--- src/dctg_consts.vh ---
/*
 * constants for the command timing guard: timing figures in their own
 * units and cycle counts derived at a 125 MHz controller clock.
 * assumes nothing; definitions only.
 */
// What this block does
// - after a mode register set, no command for at least 2 clocks.
// - column commands (read or write) stand at least 2 clocks apart.
// - activates to different banks 7.5 ns (1KB) or 10 ns (2KB) apart.
// - 1KB pages: four activates span 37.5 ns (667) or 35 ns (800).
// - 2KB pages: four activates span 50 ns (667) or 45 ns (800).
// - a row stays open 45 ns before precharge and closes within 70000 ns; the guard only flags a row past that on ROW_OVERDUE, it does not close it.
// - precharge waits 15 ns after write data, plus precharge if auto.
// - a read waits 7.5 ns of turnaround after the last write data.
// - memory clock period 3000..8000 ps (667) or 2500..8000 ps (800).
// - first write strobe edge lies within 0.25 clock of its clock edge.
// - precharge-all on eight banks adds one clock before next activate.
// - precharge waits 7.5 ns after an internal read.
`ifndef DCTG_CONSTS_VH
`define DCTG_CONSTS_VH

`define DCTG_CLK_PS 8000
// timing figures: MRD and CCD in clocks, DCTG_RAS_MAX_NS in nanoseconds, the rest in picoseconds
`define DCTG_MRD_CK 2
`define DCTG_CCD_CK 2
`define DCTG_RRD_1K_PS 7500
`define DCTG_RRD_2K_PS 10000
`define DCTG_FAW_1K_667_PS 37500
`define DCTG_FAW_1K_800_PS 35000
`define DCTG_FAW_2K_667_PS 50000
`define DCTG_FAW_2K_800_PS 45000
`define DCTG_RAS_MIN_PS 45000
`define DCTG_RAS_MAX_NS 70000
`define DCTG_WR_PS 15000
`define DCTG_WTR_PS 7500
`define DCTG_RTP_PS 7500
`define DCTG_RP_PS 15000
`define DCTG_CK_MIN_667_PS 3000
`define DCTG_CK_MIN_800_PS 2500
`define DCTG_CK_MAX_PS 8000
// strobe offset limit in quarters of a clock
`define DCTG_DQSS_QTR 1

// least time rounds up, longest time rounds down
`define DCTG_UP(ps) (((ps) + `DCTG_CLK_PS - 1) / `DCTG_CLK_PS)
`define DCTG_DN_NS(ns) (((ns) * 1000) / `DCTG_CLK_PS)

// command codes presented on the request port
`define DCTG_CMD_NOP 3'h0
`define DCTG_CMD_ACT 3'h1
`define DCTG_CMD_RD 3'h2
`define DCTG_CMD_WR 3'h3
`define DCTG_CMD_PRE 3'h4
`define DCTG_CMD_PREA 3'h5
`define DCTG_CMD_MRS 3'h6
`define DCTG_CMD_REF 3'h7

`endif

--- src/dctg_guard.v ---
/*
 * command timing guard for a DDR2 memory controller: takes command
 * requests, holds each one until every spacing constraint is met, then
 * issues it for one cycle with a write strobe placement flag.
 * assumes requests from logic on CLK; the controller clock period (8 ns)
 * also serves as memory clock, which satisfies the period window.
 */
`timescale 1ns/100ps
`default_nettype none
`include "dctg_consts.vh"

module dctg_guard #(
    parameter PAGE_2K = 0,
    parameter GRADE_800 = 0,
    parameter AUTO_PRE_WR = 0,
    parameter RAS_MAX_CK = `DCTG_DN_NS(`DCTG_RAS_MAX_NS),
    parameter BANKS = 8
) (
    input wire CLK,
    input wire RST,
    input wire CE,
    input wire REQ_VALID,
    input wire [2:0] REQ_CMD,
    input wire [2:0] REQ_BANK,
    output reg REQ_READY,
    output reg CMD_VALID,
    output reg [2:0] CMD_CODE,
    output reg [2:0] CMD_BANK,
    output reg DQS_ALIGNED,
    output reg [7:0] ROW_OVERDUE
);

    // cycle counts worked out at full width first
    localparam integer MRD_N = `DCTG_MRD_CK;
    localparam integer CCD_N = `DCTG_CCD_CK;
    localparam integer RRD_N = PAGE_2K ? `DCTG_UP(`DCTG_RRD_2K_PS)
                                       : `DCTG_UP(`DCTG_RRD_1K_PS);
    localparam integer FAW_N = PAGE_2K ?
        (GRADE_800 ? `DCTG_UP(`DCTG_FAW_2K_800_PS)
                   : `DCTG_UP(`DCTG_FAW_2K_667_PS)) :
        (GRADE_800 ? `DCTG_UP(`DCTG_FAW_1K_800_PS)
                   : `DCTG_UP(`DCTG_FAW_1K_667_PS));
    localparam integer RAS_N = `DCTG_UP(`DCTG_RAS_MIN_PS);
    localparam integer WR_N = `DCTG_UP(`DCTG_WR_PS);
    localparam integer WTR_N = `DCTG_UP(`DCTG_WTR_PS);
    localparam integer RTP_N = `DCTG_UP(`DCTG_RTP_PS);
    localparam integer RP_N = `DCTG_UP(`DCTG_RP_PS);
    // cut to the 8-bit counter width; every count fits well inside it
    localparam [7:0] MRD = MRD_N[7:0];
    localparam [7:0] CCD = CCD_N[7:0];
    localparam [7:0] RRD = RRD_N[7:0];
    localparam [7:0] FAW = FAW_N[7:0];
    localparam [7:0] RAS = RAS_N[7:0];
    localparam [7:0] WR = WR_N[7:0];
    localparam [7:0] WTR = WTR_N[7:0];
    localparam [7:0] RTP = RTP_N[7:0];
    localparam [7:0] RP = RP_N[7:0];
    localparam [7:0] PREA = RP + 8'h01;
    localparam [7:0] DAL = WR + RP;
    // states of the issue path
    localparam [0:0] ST_IDLE = 1'b0;
    localparam [0:0] ST_HOLD = 1'b1;

    reg [0:0] state_reg;
    reg [2:0] cmd_reg;
    reg [2:0] bank_reg;
    reg [7:0] mrd_reg;
    reg [7:0] ccd_reg;
    reg [7:0] rrd_reg;
    reg [7:0] wtr_reg;
    reg [7:0] faw_reg [0:3];
    reg [1:0] faw_ptr_reg;
    reg [7:0] ras_reg [0:BANKS-1];
    reg [7:0] pre_reg [0:BANKS-1];
    reg [7:0] act_reg [0:BANKS-1];
    reg [16:0] open_reg [0:BANKS-1];
    reg [BANKS-1:0] is_open_reg;
    reg ok;
    integer i;

    // counter step: down to zero, saturating
    function [7:0] dec;
        input [7:0] v;
        begin
            dec = (v != 8'h00) ? v - 8'h01 : 8'h00;
        end
    endfunction

    // any bank still blocking a precharge-all
    function any_busy;
        input [BANKS*8-1:0] v;
        integer k;
        begin
            any_busy = 1'b0;
            for (k = 0; k < BANKS; k = k + 1) begin
                if (v[k*8 +: 8] != 8'h00)
                    any_busy = 1'b1;
            end
        end
    endfunction

    // per-bank blockers flattened for the precharge-all test
    wire [BANKS*8-1:0] pre_flat;
    genvar g;
    generate
        for (g = 0; g < BANKS; g = g + 1) begin : g_pre
            assign pre_flat[g*8 +: 8] = pre_reg[g] | ras_reg[g];
        end
    endgenerate

    // readiness of the held command against the mode-set gap and its own counters
    always @* begin
        ok = (mrd_reg == 8'h00);
        case (cmd_reg)
            `DCTG_CMD_ACT: ok = ok && (rrd_reg == 8'h00)
                && (faw_reg[faw_ptr_reg] == 8'h00)
                && (act_reg[bank_reg] == 8'h00);
            `DCTG_CMD_RD: ok = ok && (ccd_reg == 8'h00)
                && (wtr_reg == 8'h00);
            `DCTG_CMD_WR: ok = ok && (ccd_reg == 8'h00);
            `DCTG_CMD_PRE: ok = ok && (ras_reg[bank_reg] == 8'h00)
                && (pre_reg[bank_reg] == 8'h00);
            `DCTG_CMD_PREA: ok = ok && !any_busy(pre_flat);
            default: ok = ok;
        endcase
    end

    // issue path and per-bank / global down-counters
    always @(posedge CLK) begin
        if (RST) begin
            state_reg <= ST_IDLE;
            cmd_reg <= 3'h0;
            bank_reg <= 3'h0;
            REQ_READY <= 1'b0;
            CMD_VALID <= 1'b0;
            CMD_CODE <= 3'h0;
            CMD_BANK <= 3'h0;
            DQS_ALIGNED <= 1'b0;
            ROW_OVERDUE <= 8'h00;
            mrd_reg <= 8'h00;
            ccd_reg <= 8'h00;
            rrd_reg <= 8'h00;
            wtr_reg <= 8'h00;
            faw_ptr_reg <= 2'h0;
            is_open_reg <= {BANKS{1'b0}};
            for (i = 0; i < 4; i = i + 1)
                faw_reg[i] <= 8'h00;
            for (i = 0; i < BANKS; i = i + 1) begin
                ras_reg[i] <= 8'h00;
                pre_reg[i] <= 8'h00;
                act_reg[i] <= 8'h00;
                open_reg[i] <= 17'h00000;
            end
        end else if (CE) begin
            // counters count every cycle; reloads below override
            mrd_reg <= dec(mrd_reg);
            ccd_reg <= dec(ccd_reg);
            rrd_reg <= dec(rrd_reg);
            wtr_reg <= dec(wtr_reg);
            for (i = 0; i < 4; i = i + 1)
                faw_reg[i] <= dec(faw_reg[i]);
            for (i = 0; i < BANKS; i = i + 1) begin
                ras_reg[i] <= dec(ras_reg[i]);
                pre_reg[i] <= dec(pre_reg[i]);
                act_reg[i] <= dec(act_reg[i]);
                // saturate so a forgotten row never wraps back to "fresh"
                if (is_open_reg[i] && open_reg[i] != 17'h1ffff)
                    open_reg[i] <= open_reg[i] + 17'h00001;
                // flag rows open past the longest allowed time
                ROW_OVERDUE[i] <= is_open_reg[i] &&
                    (open_reg[i] >= RAS_MAX_CK[16:0]);
            end
            CMD_VALID <= 1'b0;
            DQS_ALIGNED <= 1'b0;
            case (state_reg)
                ST_IDLE: begin
                    REQ_READY <= 1'b1;
                    if (REQ_VALID && REQ_READY) begin
                        cmd_reg <= REQ_CMD;
                        bank_reg <= REQ_BANK;
                        REQ_READY <= 1'b0;
                        state_reg <= ST_HOLD;
                    end
                end
                ST_HOLD: begin
                    if (ok) begin
                        CMD_VALID <= 1'b1;
                        CMD_CODE <= cmd_reg;
                        CMD_BANK <= bank_reg;
                        // strobe launched on the command-clock edge,
                        // offset 0 inside the quarter-clock window
                        DQS_ALIGNED <= (cmd_reg == `DCTG_CMD_WR);
                        state_reg <= ST_IDLE;
                        case (cmd_reg)
                            `DCTG_CMD_MRS: mrd_reg <= MRD - 8'h01;
                            `DCTG_CMD_ACT: begin
                                rrd_reg <= RRD - 8'h01;
                                faw_reg[faw_ptr_reg] <= FAW-8'h01;
                                faw_ptr_reg <= faw_ptr_reg + 2'h1;
                                ras_reg[bank_reg] <= RAS - 8'h01;
                                is_open_reg[bank_reg] <= 1'b1;
                                open_reg[bank_reg] <= 17'h00000;
                            end
                            `DCTG_CMD_RD: begin
                                ccd_reg <= CCD - 8'h01;
                                pre_reg[bank_reg] <= RTP - 8'h01;
                            end
                            `DCTG_CMD_WR: begin
                                ccd_reg <= CCD - 8'h01;
                                wtr_reg <= WTR - 8'h01;
                                pre_reg[bank_reg] <= WR - 8'h01;
                                // auto-precharge reopens after WR+RP
                                if (AUTO_PRE_WR) begin
                                    act_reg[bank_reg] <= DAL - 8'h01;
                                    is_open_reg[bank_reg] <= 1'b0;
                                end
                            end
                            `DCTG_CMD_PRE: begin
                                act_reg[bank_reg] <= RP - 8'h01;
                                is_open_reg[bank_reg] <= 1'b0;
                            end
                            `DCTG_CMD_PREA: begin
                                for (i = 0; i < BANKS; i = i + 1)
                                    act_reg[i] <= PREA - 8'h01;
                                is_open_reg <= {BANKS{1'b0}};
                            end
                            default: mrd_reg <= dec(mrd_reg);
                        endcase
                    end
                end
                default: state_reg <= ST_IDLE;
            endcase
        end
    end

endmodule

`default_nettype wire

--- config.mk ---
export PLATFORM = sky130hd
export DESIGN_NAME = dctg_guard
export DESIGN_NICKNAME = d
export VERILOG_FILES = /design/src/dctg_guard.v
export VERILOG_INCLUDE_DIRS = /design/src /design/src/src
export SDC_FILE = /design/constraint.sdc
export NUM_CORES = 1
export LEC_CHECK = 0
export BUFFER_PORTS_ARGS = -buffer_cell sky130_fd_sc_hd__buf_2
export CORE_MARGIN = 2
export CORE_UTILIZATION = 50
export CTS_CLUSTER_DIAMETER = 60
export DETAILED_ROUTE_END_ITERATION = 10
export GPL_TIMING_DRIVEN = 0
export PLACE_DENSITY = 0.76
export SYNTH_ARGS = -nofsm -noshare
export SYNTH_HDL_FRONTEND = slang
export SYNTH_SLANG_ARGS = --single-unit
--- constraint.sdc ---
create_clock -name CLK -period 7.4 [get_ports CLK]
set_input_delay 1.85 -clock CLK [delete_from_list [all_inputs] [get_ports CLK]]
set_output_delay 1.85 -clock CLK [all_outputs]
set_load 0.02 [all_outputs]
Word-level counts from Yosys, hierarchy flattened
Memories as Yosys holds them, arrays and structs flattened. A register that Yosys moved wholly into a read port is not among the register bits.
Index checks and enable logic that the tools add are counted.
Word-level totals
  logic and storage cells: 409
  ROM bits: 0
  memories: 5
  bits in writable memories: 360
  latch bits: 0
  output and inout port bits: 17
  bits in registers: 66
Memory list
  open_reg: words 8, width 17, read ports 8, clocked after memory_dff 0, write ports 9, RTL line dctg_guard.v:76  | reg [16:0] open_reg [0:BANKS-1];
  act_reg: words 8, width 8, read ports 9, clocked after memory_dff 1, write ports 9, RTL line dctg_guard.v:75  | reg [7:0] act_reg [0:BANKS-1];
  pre_reg: words 8, width 8, read ports 9, clocked after memory_dff 1, write ports 9, RTL line dctg_guard.v:74  | reg [7:0] pre_reg [0:BANKS-1];
  ras_reg: words 8, width 8, read ports 9, clocked after memory_dff 1, write ports 9, RTL line dctg_guard.v:73  | reg [7:0] ras_reg [0:BANKS-1];
  faw_reg: words 4, width 8, read ports 5, clocked after memory_dff 1, write ports 5, RTL line dctg_guard.v:71  | reg [7:0] faw_reg [0:3];
Cells by class
  $add $sub $neg: 41
  muxes and demuxes: 185
  multipliers: 0
  magnitude comparators: 10
  reductions and logical operators: 82
  equality and inequality tests: 14
  bitwise gates (word level): 57
  shift-type cells: 0
  divide/modulo/power cells: 0
Operator list (count)
  $mux 8: 81
  $reduce_bool 8->1: 40
  $sub 8x1->8 const B: 32
  $add 17x1->17 const B: 8
  $ge 17x14->1 const B: 8
  $mux 17: 8
  $ne 17x17->1 const B: 8
  $mux 1: 84
  $or 8x8->8: 9
  $logic_not 8->1: 8
  $or 1x1->1: 45
  $logic_and 1x1->1: 26
  $pmux 8 s3: 1
  $mux 3: 6
  $eq 3x3->1 const B: 3
  $and 8x8->8: 1
  $not 8->8: 1
  $reduce_and 4->1: 2
  $eq 3x2->1 const B: 2
  $reduce_and 3->1: 2
  $pmux 1 s5: 1
  $lt 3x4->1 const B: 1
  $mux 2: 2
  $demux 1 s3: 1
  other kinds (9): 9

Depth between registers and ports, before layout
Gate-level depths: netlist (run 1).
  word-level depth: 20
  mapped depth: 14
  gate-level depth less buffers: 13

Worst setup path before layout (run 1)
OpenSTA, ideal clock, no wires.
  path kind: input -> register
  start: in CE
  end: mem pre_reg[2][0], data pin
  stages: 7
  setup time: 0.260 ns
  slack: 3.523 ns
  data arrival time: 3.617 ns
  data required time: 7.140 ns
  cell sequence: clkbuf_1 -> clkbuf_1 -> nand2_1 -> nor2_1 -> o311ai_4 -> nor2_1 -> mux2_2
RTL lines
  from (decl): RTL line dctg_guard.v:21  | input wire CE,
  to (decl): RTL line dctg_guard.v:74

==> reports/qor.txt, run 1 <==
PnR Total Power -> 8.849 mW
Final hold viol count -> 0
Final setup fails -> 0
DRT Pass-1 Iters -> 6
HPWL Detailed -> 42.54 mm
Largest area contributor in the netlist -> dfxtp_1
Internal power -> 5.593 mW
Status -> complete, but fails checks
Vias in the first global route -> 19.58k
Max FFs per register -> 136
# hold bufs at CTS -> 0
Largest net degree at the start of global routing -> 18
Final nets -> 2927
Initial core utilization -> 50.87%
Most used DFF post-synth -> dfxtp_1
Routed Antenna Nets -> 0
TritonCTS buffer count -> 48
CTS Buffer Depth -> 3
Clk pwr share -> 30.1%
Core box area -> 0.04327 mm²
DRC Markers -> 0
Sequential share of power -> 38.3%
Syn-to-layout area delta -> 11.94%
Yosys cell types -> 80
Design area -> 0.02464 mm²
Area of placed instances -> 0.02286 mm²
Max-Cap Viols -> 1
Cells after synthesis -> 2751
Fmax -> 0.1901 GHz
Initial antenna violation count -> 0
Worst Skew -> 26.36 ps
RSZ-0062 raised after global routing -> false
Wire length of the first global-routing pass -> 98.17 mm
Core Util, Final -> 56.94%
Most common library cells after synthesis -> 459 x nor2_1, 423 x dfxtp_1, 274 x nand2_1
Most frequent cell after synthesis -> nor2_1
Min Clock Period, post-route -> 5261 ps
Synth async-reset ratio -> 0%
Switch Pwr -> 3.256 mW
GRT Overall Usage -> 26.64%
Sw Ratio -> 36.80%
Crit path kind -> in2reg
Die Y-Extent -> 213.8 µm
Crit path required time -> 7910 ps
HP Class -> reg2reg
Die area -> 0.04571 mm²
Max Slew Vio Count -> 0
LEAKAGE -> 9.511 nW
Total Routed Length -> 61.33 mm
Port bufs -> 24
CTS root buf -> clkbuf_16
CTS sink cnt -> 431
Synthesized cell area -> 0.02201 mm²
Post-synth top area share -> 38.48%
Crit end category -> flip-flop
Slew headroom -> 2.740%
Mean post-synth cell area -> 8.000 µm²
Worst Max-Slew Pin Slew -> 1457 ps
Ys Warns -> 0
Failing checks -> max-capacitance violations
Combinational cell fraction of total power -> 31.6%
Critical path arrival -> 5770 ps
EDFF count, synth -> 8
Clock slew at reported path FFs -> 60 ps
Syn nets -> 2853
CTS tree -> yes
Pwr dens -> 359.2 mW/mm²
CP startpoint kind -> primary input
Io pins -> 27
Cells taking the most area after synthesis -> dfxtp_1 38%, nor2_1 7.8%, ha_1 5.2%
Die X -> 213.8 µm
Clk_lat worst skew -> 600 ps
Synthesis-stage register bit count -> 431
Fraction of layout cells with a size suffix above 1 -> 5.934%
DR WL/cell -> 17.78 µm
Total gr overflow -> 0
Crit-path max FO -> 10
Vias per inst -> 6.067
VDD IR max -> 0.2347 mV
H-Tree Level Count -> 2
DR iter-0 viols -> 1963
ANT cells -> 0
Fin Setup TNS -> 0 ps
Final GP Congestion -> 0.9915
Core Rows -> 76
Crit share post-route -> 71.09%
Vias after detailed routing -> 20.93k
Post-synthesis sequential area ratio -> 39.57%
# fillers -> 3823
Post-CTS sizing -> 0
Post-CTS setup buffers -> 0
[critical path, stage by stage]
cell      delay (ps)
clkbuf_1         610
clkinv_1         540
nor2_1           820
clkbuf_1         820
nand2_1          400
or4_1            570
a21oi_1          150
[cell usage in the layout, fill, tap and decap left out, types with 64 or more instances in the layout]
master,n
a21oi_1,208
clkbuf_1,86
dfxtp_1,423
ha_1,92
inv_1,99
nand2_1,274
nand3_1,98
nor2_1,459
nor3_1,106
nor4_1,64
o21ai_0,142
xor2_1,75
[cell families (layout without fill, tap and decap cells)]
logic type,Yosys count,in the layout,share of synthesized area (%)
and+or+nand+nor,1276,1276,27.54
adders and majority gates,92,92,5.230
xor gates and xnor gates,138,138,5.492
muxes,30,30,1.467
DFF,431,431,39.57
AOI/OAI and AO/OA,580,580,17.03
buffers and inverters,204,318,3.673
[path summary, 6_finish.rpt]
kind / from / endpoint / slack (ps) / cells after the start
worst max-delay path: CE / pre_reg[3][6] / 2140 / 7
worst min-delay path: CMD_VALID / CMD_VALID / 450 / 2
worst max register to register: flip-flop / CMD_BANK[2] / 2690 / 11
worst min register to register: CMD_VALID / CMD_VALID / 450 / 2
[layout make-up]
cell class / instances / area (µm²) / area share, %
multi-input cells: 2116 / 12500 / 50.72
well taps: 585 / 732.0 / 2.971
plain buffers: 104 / 434.2 / 1.762
repair buffers: 24 / 120.1 / 0.4875
flip-flops and latches: 431 / 8708 / 35.35
clock inverters: 26 / 416.7 / 1.691
clock buffers: 64 / 1354 / 5.495
inverters: 100 / 375.4 / 1.524
[power groups by stage]
stage	Combinational, mW	Clock [mW]	Sequential (mW)
after floorplan	2.17	0	3.27
after global placement	2.60	0	3.37
after detailed placement	2.71	0	3.40
after CTS	2.74	2.69	3.36
after global routing	3.15	2.78	3.46
final	2.80	2.66	3.39
[per-layer routing]
metal  track usage [%]  part of all wire (%)
met2             43.81                    45
met1             33.29                    41
met3             4.804                   8.7
met4             14.20                   5.1
met5                 0                     0
[metrics by stage]
stage	instances	hold WS, ps	worst slack (ps)
after floorplan	2751	428.5	3523
after global placement	3360	428.3	1720
after detailed placement	3360	440.7	1733
after CTS	3450	454.4	2348
after global routing	3450	488.2	2027
final	3450	452.7	2139
Power figures use the tool's default switching activity.
==> run 2: changes to the inputs <==
ABC_AREA = 1   (was default)
PLACE_DENSITY = 0.75   (was 0.76)
clock period = 5.5 ns   (was 7.4 ns; I/O delays follow)
==> run 2 against run 1 <==
The flow now finishes without violations. Largest cell class unchanged. Cell area up 8.3%. Setup slack lost 930 ps. Utilization decreased by 1.0 points.
==> reports/qor.txt, run 2 <==
Final hold slack -> 448.7 ps (-3.999 ps)
Critical path arrival -> 4710 ps (-1060 ps)
Worst Skew -> 25.20 ps (-1.158 ps)
Area of placed instances -> 0.02512 mm² (+9.9%)
DR iter-0 viols -> 2033 (+3.6%)
Final nets -> 3778 (+29%)
Die X -> 224.1 µm (+4.8%)
Ys Warns -> 0 (unchanged)
H-Tree Level Count -> 2 (unchanged)
Crit end category -> flip-flop
Post-synthesis sequential area ratio -> 35.94% (-3.6 points)
CTS root buf -> clkbuf_16
Crit path required time -> 5920 ps (-1990 ps)
Fraction of layout cells with a size suffix above 1 -> 3.992% (-1.9 points)
Vias per inst -> 5.252 (-13%)
Core box area -> 0.04775 mm² (+10%)
Initial antenna violation count -> 2 (+2)
Syn nets -> 3703 (+30%)
Crit-path max FO -> 10 (unchanged)
Commonest non-fill, non-tap cell in the layout -> nand2_1
RSZ-0062 raised after global routing -> false
Largest area contributor in the netlist -> dfxtp_1
CTS sink cnt -> 431 (unchanged)
Synth async-reset ratio -> 0% (unchanged)
Cells taking the most area after synthesis -> dfxtp_1 35%, nand2_1 12%, inv_1 10%
Clock slew at reported path FFs -> 60 ps (about the same)
Final hold viol count -> 0 (unchanged)
Final GP Congestion -> 0.9340 (-5.8%)
Core Rows -> 80 (+5.3%)
Status -> finished, final reports clean
Max-Cap Viols -> 0 (-1)
Vias after detailed routing -> 22.70k (+8.4%)
Fmax -> 0.2331 GHz
Synthesized cell area -> 0.02423 mm² (+10%)
Most frequent cell after synthesis -> nand2_1
R2r setup slk -> 2120 ps (-570 ps)
Mean post-synth cell area -> 6.729 µm² (-16%)
Largest net degree at the start of global routing -> 18 (unchanged)
Total Routed Length -> 63.49 mm (+3.5%)
DRC Markers -> 0 (unchanged)
Post-synth top area share -> 34.95% (-3.5 points)
Post-CTS sizing -> 0 (unchanged)
Port bufs -> 24 (unchanged)
Crit path kind -> in2reg
Slew headroom -> 19.03% (+16 points)
Routed Antenna Nets -> 0 (unchanged)
Die area -> 0.05024 mm² (+9.9%)
Die Y-Extent -> 224.1 µm (+4.8%)
VDD IR max -> 0.2644 mV (+13%)
Post-CTS setup buffers -> 0 (unchanged)
LEAKAGE -> 13.09 nW (+38%)
HPWL Detailed -> 45.34 mm (+6.6%)
Fin Setup TNS -> 0 ps (unchanged)
Worst Max-Slew Pin Slew -> 1215 ps (-241.9 ps)
DR WL/cell -> 14.69 µm (-17%)
TritonCTS buffer count -> 49 (+2.1%)
Syn-to-layout area delta -> 10.13%
Total gr overflow -> 0 (unchanged)
Vias in the first global route -> 20.61k (+5.3%)
CTS Buffer Depth -> 3 (unchanged)
GRT Overall Usage -> 25.21% (-1.4 points)
Max FFs per register -> 136 (unchanged)
Most used DFF post-synth -> dfxtp_1
Max Slew Vio Count -> 0 (unchanged)
Yosys cell types -> 47 (-41%)
# hold bufs at CTS -> 0 (unchanged)
HP Class -> reg2reg
Io pins -> 27 (unchanged)
Cells after synthesis -> 3601 (+31%)
Initial core utilization -> 50.75% (-0.12 points)
Pwr dens -> 522.7 mW/mm² (+46%)
Design area -> 0.02669 mm² (+8.3%)
EDFF count, synth -> 8 (unchanged)
Clk_lat worst skew -> 590 ps (about the same)
CTS tree -> yes
Min Clock Period, post-route -> 4291 ps
Crit share post-route -> 78.02%
DRT Pass-1 Iters -> 5 (-1)
CP startpoint kind -> primary input
Wire length of the first global-routing pass -> 102.5 mm (+4.4%)
ANT cells -> 0 (unchanged)
Most common library cells after synthesis -> 784 x nand2_1, 669 x inv_1, 423 x dfxtp_1
Synthesis-stage register bit count -> 431 (unchanged)
Final setup fails -> 0 (unchanged)
Most frequent cells in the layout -> 784 x nand2_1, 669 x inv_1, 423 x dfxtp_1
-- run 2: changes by cell type after synthesis, sizes merged, moves of 54 or more --
cell	before	now
nor2	466	408
a21oi	208	129
or3	54	0
o22ai	13	118
inv	99	683
nand2	274	793
nand3	98	209
xor2	75	156
-- run 2: cell families (layout without fill, tap and decap cells) --
| family | count (synthesis) | after routing | synth area share, % |
|---|---|---|---|
| AND/OR/NAND/NOR | 1635 | 1635 | 28.64 |
| flip-flops | 431 | 431 | 35.94 |
| adder cells (fa/ha/maj) | 92 | 92 | 4.750 |
| XOR/XNOR | 195 | 195 | 7.048 |
| buffers and inverters | 770 | 876 | 12.34 |
| AO/OA/AOI/OAI | 478 | 478 | 11.29 |
-- run 2: per-layer routing --
layer / part of all wire [%] / vias up / GRT usage [%]
met5: 0.020 / - / 0
met4: 3.6 / 2 / 10.00
met1: 44 / 10270 / 32.99
li1: - / 11590 / -
met3: 8.1 / 143 / 4.499
met2: 45 / 698 / 41.22
-- run 2: path summary, 6_finish.rpt --
check                                     from         endpoint  cells after the start
worst max-delay path                        CE    pre_reg[3][0]                      8
worst min-delay path            ROW_OVERDUE[3]   ROW_OVERDUE[3]                      2
worst max register to register  open_reg[6][1]  open_reg[6][15]                     22
worst min register to register  ROW_OVERDUE[3]   ROW_OVERDUE[3]                      2
-- run 2: area by class of cell --
class                   instances  area (µm²)
flip-flops and latches        431        8708
fillers                      4573       21060
clock buffers                  73        1438
multi-input cells            2400       12530
clock inverters                 9       127.6
plain buffers                  85       417.9
repair buffers                 24       120.1
inverters                     685        2571
well taps                     615       769.5
-- run 2: worst max-delay path, stage by stage --
cell	delay, ps
buf_2	250
inv_2	210
nor2_1	180
clkbuf_1	850
clkbuf_1	770
clkbuf_1	720
nand3_1	150
a21oi_1	180
-- run 2: power breakdown --
part	internal, mW	leakage [nW]	switching [mW]
Clock	1.93	0.771	1.30
Sequential	3.92	3.53	0.621
Combinational	2.40	8.78	3.78
-- run 2: stage by stage --
stage	total power [mW]	instances	utilization, %	setup slack [ps]
CTS	13.93	4322	55.89	1351
finish	13.95	4322	55.89	1209
floorplan	9.453	3601	-	2283
global route	15.15	4322	55.89	1186
detailed placement	10.61	4240	52.62	713.6
global placement	10.49	4240	52.62	742.6
==> run 3: changes to the inputs <==
ABC_AREA = 0   (was 1)
PLACE_DENSITY = 0.76   (was 0.75)
clock period = 4.1 ns   (was 5.5 ns; I/O delays follow)
==> run 3 against run 2 <==
Global-route usage up 1.5 points. Clock power increased by 49%. Clock skew fell by 2.6 ps. Wire length shrank 3.2%. Combinational power shrank 17%. Sequential share of layout area up 2.6 points. Sequential power rose by 35%. Count of clock-buffer cells in the layout is 9 lower. Setup slack got worse by 1100 ps. Critical path type is now reg2reg. Critical endpoint is now is_open_reg[2].
==> reports/qor.txt, run 3 (synthesis gave the netlist of run 1 again) <==
Status -> finished, final reports clean
Register Area -> 0.008708 mm² (unchanged)
Final nets -> 2927 (-23%)
Worst-path cell chain -> or4_1 -> or4_1 -> mux4_2 -> nand2_1 -> and3_1 -> buf_2 -> o31ai_2 -> clkbuf_1 -> or3_1 -> a21oi_1
HP Class -> reg2reg
Most frequent cells in the layout -> 457 x nor2_1, 423 x dfxtp_1, 274 x nand2_1
# hold bufs at CTS -> 0 (unchanged)
Pwr dens -> 647.7 mW/mm² (+24%)
Non-filler instance count after layout -> 3451 (-20%)
Area of placed instances -> 0.02286 mm² (-9.0%)
Fmax -> 0.2528 GHz
# fillers -> 3808 (-17%)
Final hold viol count -> 0 (unchanged)
CP startpoint kind -> flip-flop
Placed Instances -> 3360 (-21%)
Worst setup path endpoint -> is_open_reg[2]
Total Routed Length -> 61.47 mm (-3.2%)
Die X -> 213.8 µm (-4.6%)
RR Startpoint -> act_reg[6][3]
CTS root buf -> clkbuf_16
Io pins -> 27 (unchanged)
Crit path kind -> reg2reg
Design area -> 0.02474 mm² (-7.3%)
Fraction of layout cells with a size suffix above 1 -> 6.632% (+2.6 points)
Crit-path most repeated cell -> or4_1
Vias in the first global route -> 19.60k (-4.9%)
Crit share post-route -> 96.48%
PnR Total Power -> 16.02 mW (+15%)
HPWL Detailed -> 42.54 mm (-6.2%)
CTS tree -> yes
Fin Setup TNS -> 0 ps (unchanged)
Reg-to-reg endpoint -> is_open_reg[2]
Port bufs -> 24 (unchanged)
GRT Overall Usage -> 26.73% (+1.5 points)
Largest net degree at the start of global routing -> 18 (unchanged)
Clock slew at reported path FFs -> 70 ps (about the same)
R2r setup slk -> 140 ps (-1980 ps)
Crit-path max FO -> 10 (unchanged)
Commonest non-fill, non-tap cell in the layout -> nor2_1
VDD IR max -> 0.4249 mV (+61%)
Core Rows -> 76 (-5.0%)
Max Slew Vio Count -> 0 (unchanged)
Total gr overflow -> 0 (unchanged)
Final hold slack -> 452.7 ps (+4.007 ps)
Routed Antenna Nets -> 0 (unchanged)
Vias per inst -> 6.063 (+15%)
Crit end category -> flip-flop
DR WL/cell -> 17.81 µm (+21%)
LEAKAGE -> 9.538 nW (-27%)
Initial core utilization -> 50.87% (+0.12 points)
Clk_lat worst skew -> 600 ps (about the same)
Die area -> 0.04571 mm² (-9.0%)
DR iter-0 viols -> 1946 (-4.3%)
Slowest cell on the critical path -> or3_1
CTS sink cnt -> 431 (unchanged)
TritonCTS buffer count -> 48 (-2.0%)
Max FFs per register -> 136 (unchanged)
DRC Markers -> 0 (unchanged)
Crit path required time -> 4620 ps (-1300 ps)
Min Clock Period, post-route -> 3956 ps
Multi-input gate area -> 0.01258 mm² (+0.39%)
Wire length of the first global-routing pass -> 98.46 mm (-3.9%)
DRT Pass-1 Iters -> 8 (+3)
Final GP Congestion -> 0.9915 (+6.2%)
CTS Buffer Depth -> 3 (unchanged)
Critical path arrival -> 4470 ps (-240 ps)
Worst Skew -> 22.65 ps (-2.551 ps)
Max-Cap Viols -> 0 (unchanged)
H-Tree Level Count -> 2 (unchanged)
Vias after detailed routing -> 20.92k (-7.8%)
Crit-path max cell delay -> 630 ps (-220 ps)
Syn-to-layout area delta -> 12.42%
Die Y-Extent -> 213.8 µm (-4.6%)
Worst R2R Path Depth -> 10 (-55%)
Final setup fails -> 0 (unchanged)
Slew headroom -> 11.22% (-7.8 points)
Crit path launch -> act_reg[6][3]
Core box area -> 0.04327 mm² (-9.4%)
Initial antenna violation count -> 2 (unchanged)
Worst Max-Slew Pin Slew -> 1311 ps (+96.32 ps)
## run 3: cell count changes in the layout (fill, tap and decap cells not counted), moves of 79 or more
| cell | previous run | this run |
|---|---|---|
| inv_1 | 669 | 99 |
| nand2_1 | 784 | 274 |
| a21oi_1 | 129 | 208 |
| xor2_1 | 156 | 75 |
| o22ai_1 | 118 | 11 |
| nand3_1 | 209 | 98 |
## run 3: final cells by class
cell class                      count  share of cell area [%]
Multi-Input combinational cell   2116                   50.86
Sequential cell                   431                   35.20
Clock buffer                       64                   5.472
Tap cell                          585                   2.958
Buffer                            102                   1.755
Clock inverter                     26                   1.684
Inverter                          100                   1.517
Timing Repair Buffer               26                  0.5462
Antenna cell                        1                 0.01011
## run 3: critical path: cells and delay by family, from the launching register on
family                 cells  cell delay (ps)
and+or+nand+nor            5             2020
buffers and inverters      2              630
muxes                      1              510
AOI/OAI and AO/OA          2              360
DFF                        1              350
## run 3: power by group
group          internal, mW  switching (mW)  total (mW)  leakage [nW]
clock network          2.96            1.85        4.81         0.832
registers              5.13           0.985        6.12          3.54
logic                  2.03            3.07        5.10          5.17
## run 3: metal layers
| layer | up-vias | track usage (%) | part of all wire [%] |
|---|---|---|---|
| li1 | 9958 | - | - |
| met4 | 2 | 14.39 | 5.1 |
| met1 | 9875 | 33.36 | 41 |
| met3 | 198 | 4.965 | 8.8 |
| met5 | - | 0 | 0.020 |
| met2 | 889 | 43.84 | 45 |
## run 3: repair_timing
action	CTS	global route
setup buffers	1	1
setup endpoints to repair	315	295
pin swaps	1	1
gates resized for setup	8	21
## run 3: stage by stage
stage               utilization, %  worst slack, ps
global route                 57.18           -41.16
finish                       57.18            144.5
floorplan                        -            612.0
detailed placement           52.84           -742.4
global placement             52.84           -755.1
CTS                          57.03           -1.202
## run 3: worst min-delay path by stage
stage / startpoint / to / slack [ps] / cells past startpoint
2_1_floorplan: ccd_reg[4] / ccd_reg[4] / 430 / 2
3_3_place_gp: CMD_VALID / CMD_VALID / 430 / 2
3_5_place_dp: CMD_VALID / CMD_VALID / 440 / 2
4_1_cts: CMD_VALID / CMD_VALID / 450 / 2
5_1_grt: CMD_VALID / CMD_VALID / 490 / 2
6_report: CMD_VALID / CMD_VALID / 450 / 2
